===== src/include/asq_pkg.sv =====
// Constants, types and register map of the acquisition set sequencer
`default_nettype none
package asq_pkg;
  // ***********************
  // Sizes
  // ***********************
  localparam int SLOTS   = 8;
  localparam int SLOT_W  = 3;
  localparam int FEAT_N  = 6;
  localparam int VAL_W   = 16;
  localparam int DW      = 32;
  localparam int AW      = 8;
  localparam int LINES   = 3;
  localparam int SRC_N   = LINES + 1;
  // ***********************
  // Register byte offsets
  // ***********************
  localparam logic [7:0] A_CTRL   = 8'h00;
  localparam logic [7:0] A_STAT   = 8'h04;
  localparam logic [7:0] A_FPICK  = 8'h08;
  localparam logic [7:0] A_FON    = 8'h0C;
  localparam logic [7:0] A_SPICK  = 8'h10;
  localparam logic [7:0] A_SCMD   = 8'h14;
  localparam logic [7:0] A_SOK    = 8'h18;
  localparam logic [7:0] A_BPICK  = 8'h1C;
  localparam logic [7:0] A_HSRC   = 8'h20;
  localparam logic [7:0] A_HPOL   = 8'h24;
  localparam logic [7:0] A_FOLLOW = 8'h28;
  localparam logic [7:0] A_FIRST  = 8'h2C;
  localparam logic [7:0] A_FEAT0  = 8'h40;
  localparam logic [7:0] A_FEAT5  = 8'h54;
  localparam logic [7:0] A_IMPL   = 8'h58;
  localparam logic [7:0] A_FIX    = 8'h5C;
  localparam logic [7:0] A_AUTO   = 8'h60;
  // ***********************
  // Field positions
  // ***********************
  localparam int CTRL_RUN    = 0;
  localparam int CTRL_SETUP  = 1;
  localparam int CMD_STORE   = 0;
  localparam int CMD_RECALL  = 1;
  localparam int CMD_ERASE   = 2;
  localparam int STAT_OK     = 0;
  localparam int STAT_RUN    = 1;
  localparam int STAT_CUR    = 4;
  localparam int FI_WIDTH    = 4;
  localparam int FI_HEIGHT   = 5;
  // ***********************
  // Reset values
  // ***********************
  localparam logic [VAL_W-1:0]  RST_VAL  = 16'h0000;
  localparam logic [SLOT_W-1:0] RST_SLOT = 3'h0;
  // ***********************
  // Types
  // ***********************
  typedef enum logic [2:0] {
    F_EXPO, F_GAIN, F_OFFX, F_OFFY, F_WIDTH, F_HEIGHT
  } asq_feat_t;
  typedef enum logic [1:0] {
    SRC_FRAME, SRC_LINE0, SRC_LINE1, SRC_LINE2
  } asq_src_t;
  typedef enum logic {
    POL_RISE, POL_FALL
  } asq_pol_t;
  typedef struct packed {
    asq_src_t            src;
    asq_pol_t            pol;
    logic [SLOT_W-1:0]   next;
  } asq_path_t;
  typedef struct packed {
    logic [VAL_W-1:0]              impl;
    logic [FEAT_N-1:0][VAL_W-1:0]  feat;
  } asq_rec_t;
  typedef struct packed {
    logic [FEAT_N-1:0][VAL_W-1:0]  feat;
    logic [VAL_W-1:0]              impl;
    logic [VAL_W-1:0]              fix;
    logic                          auto_on;
  } asq_live_t;
endpackage : asq_pkg
`default_nettype wire


===== src/core/asq_slot_mem.sv =====
// Slot record memory with registered read data
`default_nettype none
module asq_slot_mem #(
  parameter int DEPTH = 8,
  parameter int AW    = 3,
  parameter int W     = 112
) (
  // Clock and reset
  input  wire logic          mclk_i,
  input  wire logic          nrst_i,
  // Write port
  input  wire logic          we_i,
  input  wire logic [AW-1:0] waddr_i,
  input  wire logic [W-1:0]  wdata_i,
  // Read port
  input  wire logic          re_i,
  input  wire logic [AW-1:0] raddr_i,
  output logic      [W-1:0]  rdata_o
);
  logic [W-1:0] mem_q [DEPTH];

  always_ff @(posedge mclk_i) begin
    if (we_i) begin
      mem_q[waddr_i] <= wdata_i;
    end
  end

  always_ff @(posedge mclk_i or negedge nrst_i) begin
    if (!nrst_i) begin
      rdata_o <= '0;
    end else if (re_i) begin
      rdata_o <= mem_q[raddr_i];
    end
  end
endmodule : asq_slot_mem
`default_nettype wire


===== src/core/asq_core.sv =====
// Acquisition set sequencer with Wishbone register access
`default_nettype none
module asq_core (
  // Clock and reset
  input  wire logic                    mclk_i,
  input  wire logic                    nrst_i,
  // Wishbone slave
  input  wire logic                    wb_cyc_i,
  input  wire logic                    wb_stb_i,
  input  wire logic                    wb_we_i,
  input  wire logic [asq_pkg::AW-1:0]  wb_adr_i,
  input  wire logic [3:0]              wb_sel_i,
  input  wire logic [asq_pkg::DW-1:0]  wb_dat_i,
  output logic      [asq_pkg::DW-1:0]  wb_dat_o,
  output logic                         wb_ack_o,
  // Trigger pins and camera state
  input  wire logic                    frame_begin_event_i,
  input  wire logic [asq_pkg::LINES-1:0] trig_line_i,
  input  wire logic                    streaming_i,
  // Live configuration
  output var asq_pkg::asq_live_t       live_o,
  output logic [asq_pkg::SLOT_W-1:0]   current_slot_o,
  output logic                         running_o
);
  localparam int SW = asq_pkg::SLOT_W;
  localparam int VW = asq_pkg::VAL_W;
  localparam int NF = asq_pkg::FEAT_N;
  localparam int NS = asq_pkg::SLOTS;
  localparam int RW = $bits(asq_pkg::asq_rec_t);

  // ***********************
  // State
  // ***********************
  logic                 ack_q;
  logic [31:0]          dat_q;
  logic                 run_q;
  logic                 setup_q;
  logic                 setup_ok_q;
  logic [2:0]           fpick_q;
  logic [NF-1:0]        mask_q;
  logic [SW-1:0]        spick_q;
  logic [SW-1:0]        first_q;
  logic [SW-1:0]        cur_q;
  logic [NF-1:0][VW-1:0] feat_q;
  logic [VW-1:0]        impl_q;
  logic [VW-1:0]        fix_q;
  logic                 auto_q;
  logic                 auto_eff_q;
  logic [NS-1:0]        saved_q;
  logic [NS-1:0]        legal_q;
  logic [VW-1:0]        slot_fix_q  [NS];
  logic [NF-1:0]        slot_mask_q [NS];
  asq_pkg::asq_path_t   path_q      [NS];
  logic                 ld_req_q;
  logic [SW-1:0]        ld_addr_q;
  logic                 ld_v_q;
  logic [asq_pkg::SRC_N-1:0] pin_s1_q;
  logic [asq_pkg::SRC_N-1:0] pin_s2_q;
  logic [asq_pkg::SRC_N-1:0] pin_s3_q;

  // ***********************
  // Bus decode
  // ***********************
  wire        hit     = wb_cyc_i & wb_stb_i;
  wire        wr_fire = hit & wb_we_i & ack_q;
  wire [31:0] bmask   = {{8{wb_sel_i[3]}}, {8{wb_sel_i[2]}},
                         {8{wb_sel_i[1]}}, {8{wb_sel_i[0]}}};
  wire is_ctrl   = wb_adr_i == asq_pkg::A_CTRL;
  wire is_fpick  = wb_adr_i == asq_pkg::A_FPICK;
  wire is_fon    = wb_adr_i == asq_pkg::A_FON;
  wire is_spick  = wb_adr_i == asq_pkg::A_SPICK;
  wire is_scmd   = wb_adr_i == asq_pkg::A_SCMD;
  wire is_bpick  = wb_adr_i == asq_pkg::A_BPICK;
  wire is_hsrc   = wb_adr_i == asq_pkg::A_HSRC;
  wire is_hpol   = wb_adr_i == asq_pkg::A_HPOL;
  wire is_follow = wb_adr_i == asq_pkg::A_FOLLOW;
  wire is_first  = wb_adr_i == asq_pkg::A_FIRST;
  wire is_impl   = wb_adr_i == asq_pkg::A_IMPL;
  wire is_fix    = wb_adr_i == asq_pkg::A_FIX;
  wire is_auto   = wb_adr_i == asq_pkg::A_AUTO;
  wire is_feat   = (wb_adr_i >= asq_pkg::A_FEAT0) &&
                   (wb_adr_i <= asq_pkg::A_FEAT5) &&
                   (wb_adr_i[1:0] == 2'h0);
  wire [7:0] feat_off = wb_adr_i - asq_pkg::A_FEAT0;
  wire [2:0] feat_idx = feat_off[4:2];

  // ***********************
  // Slot checks
  // ***********************
  logic [NS-1:0] slot_ok;
  asq_pkg::asq_path_t pick_path;
  asq_pkg::asq_path_t cur_path;
  assign pick_path = path_q[spick_q];
  assign cur_path  = path_q[cur_q];

  genvar gi;
  generate
    for (gi = 0; gi < NS; gi++) begin : g_ok
      assign slot_ok[gi] = saved_q[gi] & legal_q[gi] &
                           (slot_fix_q[gi] == fix_q) &
                           (slot_mask_q[gi] == mask_q);
    end
  endgenerate

  logic chain_ok;
  always_comb begin
    chain_ok = slot_ok[first_q] & (|mask_q);
    for (int i = 0; i < NS; i++) begin
      if (slot_ok[i] && !slot_ok[path_q[i].next]) begin
        chain_ok = 1'b0;
      end
    end
  end

  // ***********************
  // Read mux
  // ***********************
  wire [31:0] stat_val = {25'h0, cur_q, 2'h0, run_q, setup_ok_q};
  wire [31:0] rd_val =
    is_ctrl   ? {30'h0, setup_q, run_q} :
    (wb_adr_i == asq_pkg::A_STAT) ? stat_val :
    is_fpick  ? {29'h0, fpick_q} :
    is_fon    ? {31'h0, mask_q[fpick_q]} :
    is_spick  ? {29'h0, spick_q} :
    (wb_adr_i == asq_pkg::A_SOK) ? {31'h0, slot_ok[spick_q]} :
    is_hsrc   ? {30'h0, pick_path.src} :
    is_hpol   ? {31'h0, pick_path.pol} :
    is_follow ? {29'h0, pick_path.next} :
    is_first  ? {29'h0, first_q} :
    is_feat   ? {16'h0, feat_q[feat_idx]} :
    is_impl   ? {16'h0, impl_q} :
    is_fix    ? {16'h0, fix_q} :
    is_auto   ? {31'h0, auto_q} :
    32'h0;
  wire [31:0] wv = (rd_val & ~bmask) | (wb_dat_i & bmask);

  wire slot_in_range = wv[31:SW] == '0;
  wire [SW-1:0] wv_slot = wv[SW-1:0];

  // ***********************
  // Write strobes
  // ***********************
  // feature enables only outside setup and run, first slot only outside run, picks any time
  wire w_mask   = wr_fire & is_fon & ~setup_q & ~run_q;
  wire w_fpick  = wr_fire & is_fpick & (wv < 32'(NF));
  wire w_spick  = wr_fire & is_spick & slot_in_range;
  wire w_first  = wr_fire & is_first & slot_in_range & ~run_q;
  wire bpick_ok = wr_fire & is_bpick & (wv == 32'h0);
  wire w_hsrc   = wr_fire & is_hsrc & ~run_q;
  wire w_hpol   = wr_fire & is_hpol & ~run_q;
  wire w_follow = wr_fire & is_follow & slot_in_range & ~run_q;
  wire w_impl   = wr_fire & is_impl & ~run_q;
  wire w_fix    = wr_fire & is_fix & ~setup_q & ~run_q;
  wire w_auto   = wr_fire & is_auto;
  wire w_feat   = wr_fire & is_feat & ~(run_q & mask_q[feat_idx]);
  wire w_ctrl   = wr_fire & is_ctrl;
  wire cmd_fire = wr_fire & is_scmd;
  wire do_store  = cmd_fire & wv[asq_pkg::CMD_STORE] & setup_q & ~run_q;
  wire do_recall = cmd_fire & wv[asq_pkg::CMD_RECALL] & slot_ok[spick_q];
  wire do_erase  = cmd_fire & wv[asq_pkg::CMD_ERASE] & ~run_q;
  wire setup_on  = w_ctrl & wv[asq_pkg::CTRL_SETUP] & ~run_q & ~setup_q;
  wire setup_off = w_ctrl & ~wv[asq_pkg::CTRL_SETUP] & setup_q;
  wire run_on    = w_ctrl & wv[asq_pkg::CTRL_RUN] & ~run_q & setup_ok_q &
                   ~setup_q & ~streaming_i;
  wire run_off   = w_ctrl & ~wv[asq_pkg::CTRL_RUN] & run_q;

  // ***********************
  // Trigger select
  // ***********************
  wire src_now  = pin_s2_q[cur_path.src];
  wire src_prev = pin_s3_q[cur_path.src];
  wire hop_edge = (cur_path.pol == asq_pkg::POL_RISE) ?
                  (src_now & ~src_prev) : (~src_now & src_prev);
  wire hop      = run_q & ~run_off & hop_edge & ~ld_req_q;

  // ***********************
  // Slot memory
  // ***********************
  asq_pkg::asq_rec_t wr_rec;
  asq_pkg::asq_rec_t rd_rec;
  logic [RW-1:0]     rd_bits;
  assign wr_rec.impl = impl_q;
  assign wr_rec.feat = feat_q;
  assign rd_rec      = rd_bits;

  asq_slot_mem #(
    .DEPTH (NS),
    .AW    (SW),
    .W     (RW)
  ) u_mem (
    .mclk_i  (mclk_i),
    .nrst_i  (nrst_i),
    .we_i    (do_store),
    .waddr_i (spick_q),
    .wdata_i (wr_rec),
    .re_i    (ld_req_q),
    .raddr_i (ld_addr_q),
    .rdata_o (rd_bits)
  );

  // ***********************
  // Bus answer
  // ***********************
  always_ff @(posedge mclk_i or negedge nrst_i) begin
    if (!nrst_i) begin
      ack_q <= 1'b0;
      dat_q <= 32'h0;
    end else begin
      ack_q <= hit & ~ack_q;
      if (hit && !ack_q) begin
        dat_q <= rd_val;
      end
    end
  end

  // ***********************
  // Pin synchronisers
  // ***********************
  always_ff @(posedge mclk_i or negedge nrst_i) begin
    if (!nrst_i) begin
      pin_s1_q <= '0;
      pin_s2_q <= '0;
      pin_s3_q <= '0;
    end else begin
      pin_s1_q <= {trig_line_i, frame_begin_event_i};
      pin_s2_q <= pin_s1_q;
      pin_s3_q <= pin_s2_q;
    end
  end

  // ***********************
  // Mode control
  // ***********************
  always_ff @(posedge mclk_i or negedge nrst_i) begin
    if (!nrst_i) begin
      setup_q    <= 1'b0;
      setup_ok_q <= 1'b0;
      run_q      <= 1'b0;
      cur_q      <= asq_pkg::RST_SLOT;
      ld_req_q   <= 1'b0;
      ld_addr_q  <= asq_pkg::RST_SLOT;
      ld_v_q     <= 1'b0;
      auto_eff_q <= 1'b0;
    end else begin
      ld_v_q   <= ld_req_q;
      ld_req_q <= 1'b0;
      if (setup_on) begin
        setup_q    <= 1'b1;
        setup_ok_q <= 1'b0;
      end else if (setup_off) begin
        setup_q    <= 1'b0;
        setup_ok_q <= chain_ok;
      end
      if (run_off) begin
        run_q <= 1'b0;
      end else if (run_on) begin
        run_q     <= 1'b1;
        cur_q     <= first_q;
        ld_req_q  <= 1'b1;
        ld_addr_q <= first_q;
      end else if (hop) begin
        cur_q     <= cur_path.next;
        ld_req_q  <= 1'b1;
        ld_addr_q <= cur_path.next;
      end else if (do_recall) begin
        ld_req_q  <= 1'b1;
        ld_addr_q <= spick_q;
      end
      auto_eff_q <= auto_q & ~(run_q | run_on);
    end
  end

  // ***********************
  // Selection registers
  // ***********************
  always_ff @(posedge mclk_i or negedge nrst_i) begin
    if (!nrst_i) begin
      fpick_q <= 3'h0;
      mask_q  <= '0;
      spick_q <= asq_pkg::RST_SLOT;
      first_q <= asq_pkg::RST_SLOT;
      auto_q  <= 1'b0;
    end else begin
      if (w_fpick) begin
        fpick_q <= wv[2:0];
      end
      if (w_mask) begin
        mask_q[fpick_q] <= wv[0];
      end
      if (w_spick) begin
        spick_q <= wv_slot;
      end
      if (w_first) begin
        first_q <= wv_slot;
      end
      if (w_auto) begin
        auto_q <= wv[0];
      end
    end
  end

  // ***********************
  // Branch table
  // ***********************
  // source, polarity, following slot
  always_ff @(posedge mclk_i or negedge nrst_i) begin
    if (!nrst_i) begin
      for (int i = 0; i < NS; i++) begin
        path_q[i] <= '0;
      end
    end else begin
      if (w_hsrc) begin
        path_q[spick_q].src <= asq_pkg::asq_src_t'(wv[1:0]);
      end
      if (w_hpol) begin
        path_q[spick_q].pol <= asq_pkg::asq_pol_t'(wv[0]);
      end
      if (w_follow) begin
        path_q[spick_q].next <= wv_slot;
      end
    end
  end

  // ***********************
  // Slot bookkeeping
  // ***********************
  always_ff @(posedge mclk_i or negedge nrst_i) begin
    if (!nrst_i) begin
      saved_q <= '0;
      legal_q <= '0;
      for (int i = 0; i < NS; i++) begin
        slot_fix_q[i]  <= asq_pkg::RST_VAL;
        slot_mask_q[i] <= '0;
      end
    end else begin
      if (do_erase) begin
        saved_q <= '0;
      end else if (do_store) begin
        saved_q[spick_q]     <= 1'b1;
        legal_q[spick_q]     <= (feat_q[asq_pkg::FI_WIDTH] != '0) &&
                                (feat_q[asq_pkg::FI_HEIGHT] != '0);
        slot_fix_q[spick_q]  <= fix_q;
        slot_mask_q[spick_q] <= mask_q;
      end
    end
  end

  // ***********************
  // Live configuration
  // ***********************
  always_ff @(posedge mclk_i or negedge nrst_i) begin
    if (!nrst_i) begin
      feat_q <= '0;
      impl_q <= asq_pkg::RST_VAL;
      fix_q  <= asq_pkg::RST_VAL;
    end else begin
      if (ld_v_q) begin
        for (int i = 0; i < NF; i++) begin
          if (mask_q[i]) begin
            feat_q[i] <= rd_rec.feat[i];
          end
        end
        impl_q <= rd_rec.impl;
      end else begin
        if (w_feat) begin
          feat_q[feat_idx] <= wv[VW-1:0];
        end
        if (w_impl) begin
          impl_q <= wv[VW-1:0];
        end
      end
      if (w_fix) begin
        fix_q <= wv[VW-1:0];
      end
    end
  end

  // ***********************
  // Outputs
  // ***********************
  assign wb_ack_o       = ack_q;
  assign wb_dat_o       = dat_q;
  assign live_o.feat    = feat_q;
  assign live_o.impl    = impl_q;
  assign live_o.fix     = fix_q;
  assign live_o.auto_on = auto_eff_q;
  assign current_slot_o = cur_q;
  assign running_o      = run_q;
endmodule : asq_core
`default_nettype wire


===== config.mk =====
export PLATFORM = sky130hd
export DESIGN_NAME = asq_core
export DESIGN_NICKNAME = d
export VERILOG_FILES = /design/src/include/asq_pkg.sv /design/src/core/asq_slot_mem.sv /design/src/core/asq_core.sv
export SDC_FILE = /design/constraint.sdc
export NUM_CORES = 2
export LEC_CHECK = 0
export BUFFER_PORTS_ARGS = -buffer_cell sky130_fd_sc_hd__buf_4
export CORE_ASPECT_RATIO = 0.8
export CORE_UTILIZATION = 63
export DETAILED_ROUTE_END_ITERATION = 10
export GPL_TIMING_DRIVEN = 0
export PLACE_DENSITY = 0.87
export REMOVE_ABC_BUFFERS = 1
export SLEW_MARGIN = 20
export SYNTH_ARGS = -nofsm -noshare
export SYNTH_HDL_FRONTEND = slang
export SYNTH_SLANG_ARGS = --single-unit

===== constraint.sdc =====
create_clock -name mclk_i -period 29.3 [get_ports mclk_i]
set_input_delay 2.93 -clock mclk_i [delete_from_list [all_inputs] [get_ports mclk_i]]
set_output_delay 2.93 -clock mclk_i [all_outputs]
set_load 0.05 [all_outputs]

Word-level counts from Yosys, hierarchy flattened
Memory sizes are Yosys's and may differ from the RTL's. A register that Yosys moved wholly into a read port is not among the register bits.
Index checks and enable logic that the tools add are counted.

word-level totals
  bits in registers = 441
  RAM bits = 896
  logic and storage cells = 393
  memories kept = 1

operators by class
  add/subtract/negate cells = 1
  $lt $le $gt $ge = 22
  equal/unequal tests = 35
  muxes and demuxes = 115
  bitwise gates (word level) = 103
  reductions and logical operators = 48

memory list
  memory       words  width  rd ports  clocked after Yosys merged registers in  wr ports  RTL line            source
  u_mem.mem_q  8      112    1         1                                        1         asq_slot_mem.sv:20  logic [W-1:0] mem_q [DEPTH];

operators with widths
  cell                 count
  $mux 16              24
  $bwmux 48            4
  $mux 96              2
  $mux 48              3
  $bwmux 128           1
  $eq 16x16->1         8
  $bwmux 96            1
  $demux 16 s3         2
  $and 1x1->1          82
  $demux 6 s3          4
  $bmux 16 s3          1
  $eq 6x6->1           8
  $lt 3x4->1 const B   12
  $mux 1               38
  $bmux 1 s3           12
  $bmux 6 s3           2
  $mux 6               6
  $and 16x32->32       1
  $and 32x32->32       1
  $eq 8x6->1 const B   4
  $lt 32x3->1 const B  1
  $not 32->32          1
  $or 32x32->32        1
  $reduce_bool 16->1   2
  other kinds (32)     103

Depth between registers and ports, before layout
  depth in word-level cells = 27
  mapped depth = 17
  mapped depth without buffers = 9

By module
From an unflattened synthesis, not the netlist that was laid out.

unflattened totals
  cells, all modules = 4,300
  area total of the unflattened synthesis = 62,427.4 µm²

modules (own cells, without submodules)
  module        instances  cells each  area each (µm²)
  asq_slot_mem  1          2,181       38,892.3
  asq_core      1          2,119       23,535.1

Worst setup path before layout
OpenSTA, ideal clock, no wires.

  kind = input port to flip-flop
  start point = input wb_adr_i[3] in the netlist's numbering
  end point = memory u_mem.mem_q[0][0] (enable)
  setup time = 720 ps
  arrival = 13,133 ps
  slack = 15,447 ps
  cell stages on the path = 13
  buffers on the path = 7
  path through = clkbuf_1 buf_1 clkbuf_1 clkbuf_1 a32oi_1 o22ai_1 a21boi_0 o41ai_1 a211oi_1 buf_4 clkbuf_1 clkbuf_1 nor3_1

on the way
  word-level cells in the longest chain between the ends = 22
  elaborated cells on any way between the ends = 43

RTL lines
  item                                                  RTL line            source
  from (decl)                                           asq_core.sv:11      input wire logic [asq_pkg::AW-1:0] wb_adr_i,
  branches (longest 17 deep; another with $sub 5x1->5)  --
  $and 1x1->1 * (3 in series)                           asq_core.sv:158     wire do_store = cmd_fire & wv[asq_pkg::CMD_STORE] & setup_q & ~run_q;
  $mux 1 *                                              asq_slot_mem.sv:23  if (we_i) begin
  $mux 1 (implied by the code) *                        asq_slot_mem.sv:24  mem_q[waddr_i] <= wdata_i;
  to (decl)                                             asq_slot_mem.sv:20

Every way passes the cells marked *. The select of a mux whose other input is x is not followed.

Worst setup path in the final report
  start point = input wb_adr_i[4] in the netlist's numbering
  end point = memory u_mem.mem_q[0][20] (enable)

The elaborated chain is that of the path after synthesis.

==> key figures <==
Critical path
  – Crit path DAT: ~8.5 ns
  – CP Max Fanout: 18
  – Worst Path Required: 29.77 ns
  – Kind of critical path: input pin to flop
  – Critical path startpoint category: input pin
  – CP Capture Type: flop
  – R2R Path Start: spick_q[1]
  – Reg2reg setup slack: 23.01 ns
  – Worst reg2reg path endpoint: u_mem.mem_q[0][20]
  – Reg2reg path depth: 17

Layout
  – Filler Cells Inserted: approximately 5100
  – Final Net Count: about 4200
  – Area Growth Syn to Fin: 14.77%
  – Cell Count, Final, Fillers Out: about 5500
  – Layout Cell Area excl Fill: between 60000 and 70000 sq um
  – Most common cell after layout, fill and taps aside: edfxtp_1
  – Fraction of layout cells with a size suffix above 1: 29.20%
  – Commonest cells after routing, fill and taps aside: edfxtp_1 (896), dfrtp_1 (518), buf_4 (325), mux2_2 (280), mux4_2 (258)

Floorplanning
  – Die X: about 350 microns
  – Die area: about 100000 sq um
  – Die Height: between 200 and 300 microns
  – Core area: about 95000 sq um
  – Starting Density: 63.68%
  – I/O Pins: 220
  – Row cnt: about 100

CTS
  – Clock latency on the worst-skew pair: roughly 0.77 ns
  – CTS Root Cell: clkbuf_16
  – Postcts setup bufs: 0
  – Clock buffer depth: 3
  – Post_cts resized: 0
  – H-tree levels: 4
  – Clk sinks: 1433
  – Hold buffer count at CTS: 0
  – Clock slew at reported path FFs: around 0.060 ns
  – CTS buffer count: ~140
  – TritonCTS clock tree: yes

Timing
  – Final Setup Violations: 0
  – Slew @ Worst Pin: ~1.3 ns
  – Final Skew: 0.03861 ns
  – Max Slew Vio Count: 0
  – Slew margin rel.: 14.38%
  – Setup TNS: 0 ns
  – Final period utilization: between 20% and 30%
  – Fin crit period: ~8.1 ns
  – Final Hold Viols: 0
  – Fmax: 123.9 MHz
  – RSZ-0062 raised after global routing: no

Placement
  – Gpl congestion: approximately 0.95
  – DP HPWL: approximately 110000 microns
  – Port Buffer Count: just over 200
  – Placed Instances: about 5300
  – Area after DPL: 65040 sq um

Synthesis
  – Sequential-to-total area share from yosys stat: about 67%
  – Predominant post-synthesis flop cell: edfxtp_1
  – Netlist cell types: 83
  – Yosys top cell area share: approximately 44%
  – YS warnings: 0
  – Yosys reg bits: 1433
  – Largest cells by area after synthesis: edfxtp_1 (44%), dfrtp_1 (22%), mux4_2 (9.6%), mux2_2 (5.2%), mux2i_1 (2.6%)
  – Asr flop ratio synth: between 30% and 40%
  – Cell Area, Synth: 60510 sq um
  – Mean post-synth cell area: ~16 sq um
  – Post-synth EDFFs: roughly 900
  – Leading area contributor after synthesis: edfxtp_1
  – Gate Count Post-Synth: roughly 3800

Detailed routing
  – DRC violations left: 0
  – Vias: around 40000
  – Detailed Route WL: roughly 180000 microns
  – Avg WL per Cell: 33.49 microns
  – Drt first-iter violations: between 7000 and 8000
  – ANT nets after route: 0
  – Drt first pass iters: 10
  – DR vias/cell: 7.308

Global route
  – All-layer global routing usage: between 30% and 40%
  – Vias in the first global route: 40410
  – Routing usage on met3: 13.09%
  – First-pass GRT wire length: about 270000 microns
  – Gr busiest metal: met2
  – Met2 Usage GRT: ~57%
  – Grt total ovfl: 0
  – Met1 Track Usage GR: 48.40%
  – Initial antenna violation count: 11
  – Largest net degree at the start of global routing: 96

Hold path
  – HP Class: flop to flop
  – Hold Path Sink: pin_s2_q[1]
  – HP Start: pin_s1_q[1]
  – Hold Path Depth: 0

Run status
  – Status: finished clean

Power
  – Power Density: ~57 nW/um^2
  – LEAKAGE: between 20 and 30 nW
  – Worst vdd ir: between 0.06 and 0.07 mV

Run
  – Max-cap violations: 0
critical path, cell delays in order:
cell      delay [ns]
buf_4           0.25
clkinv_1        0.85
or4_1           0.86
nor4_1          0.43
nor2b_1         0.97
nand3_1         0.18
nor3_2          0.40
buf_4           0.29
buf_4           0.26
buf_4           0.22
buf_4           0.26
buf_6           0.19
buf_4           0.19
buf_4           0.21
cells by family (layout without fill, tap and decap cells):
kind of cell	Yosys count	count (layout)	synth area share, %
XOR/XNOR	177	177	2.562
AND/OR/NAND/NOR	703	703	5.790
other	1	21	0.006197
multiplexers	705	705	17.68
flip-flops	1433	1433	66.67
AO/OA/AOI/OAI	507	507	5.227
buffers and inverters	294	678	2.068
Yosys cell counts (all sizes together), types with 26 or more instances:
master,count
a21oi,173
a22oi,114
buf,83
clkbuf,195
dfrtp,537
edfxtp,896
mux2,287
mux2i,157
mux4,261
nand2,195
nand3,47
nand4,26
nor2,199
nor3,52
nor4,71
o21ai,111
xnor2,53
xor2,124
registers in the layout (all words and copies together), names as in the netlist, 3 cells and up:
| register | cells |
|---|---|
| mask_q | 6 |
| u_mem.rdata_o | 112 |
| wb_dat_o | 16 |
| fpick_q | 3 |
| spick_q | 3 |
| pin_s2_q | 4 |
| pin_s1_q | 4 |
| impl_q | 16 |
| u_mem.mem_q | 896 |
| legal_q | 8 |
| slot_mask_q | 48 |
| live_o | 96 |
| saved_q | 8 |
| current_slot_o | 3 |
| fix_q | 16 |
| path_q | 48 |
| first_q | 3 |
| ld_addr_q | 3 |
| slot_fix_q | 128 |
| pin_s3_q | 4 |
cell type report:
type                       instances  area, sq um  area share (%)
antenna                            5        12.51         0.01802
clock buffer                     186         3762           5.418
clock inverter                    62        563.0          0.8107
inverter                          16        60.06         0.08648
multi-input combinational       2108        19200           27.65
sequential                      1433        40380           58.14
tap                             1287         1610           2.319
timing repair buffer             414         3856           5.553
routing by layer:
metal | vias up | share of wire [%]
li1 | 15280 | -
met2 | 4009 | 45
met5 | - | 0.094
met4 | 12 | 7.3
met1 | 19950 | 33
met3 | 1020 | 14
per-stage QoR:
stage / hold slack, ns / total power (W) / setup WS, ns / util (%)
after detailed placement: 0.3416 / 0.002253 / 20.92 / 68.44
after global routing: 0.3566 / 0.004045 / 21.29 / 73.07
after global placement: 0.3324 / 0.002243 / 2.187 / 65.78
after CTS: 0.3524 / 0.003959 / 21.56 / 72.99
final: 0.3550 / 0.003970 / 21.23 / 73.08
after floorplan: 0.3312 / 0.002200 / 15.57 / -
power by group:
group,internal (W),switching [W],total (W)
Combinational,0.0000191,0.0000628,0.0000819
Sequential,0.00213,0.00000289,0.00213
Clock,0.000947,0.000807,0.00175
Total,0.00310,0.000872,0.00397
how the worst max path moves through the flow:
stage / slack, ns / end / start
2_1_floorplan: 15.57 / u_mem.mem_q[0][0] / wb_adr_i[1]
3_3_place_gp: 2.19 / u_mem.mem_q[2][20] / wb_adr_i[1]
3_5_place_dp: 20.92 / u_mem.mem_q[0][20] / wb_adr_i[4]
4_1_cts: 21.56 / u_mem.mem_q[0][20] / wb_adr_i[4]
5_1_grt: 21.29 / u_mem.mem_q[0][20] / wb_adr_i[4]
6_report: 21.23 / u_mem.mem_q[0][20] / wb_adr_i[4]
(Power assumes the default switching activity.)
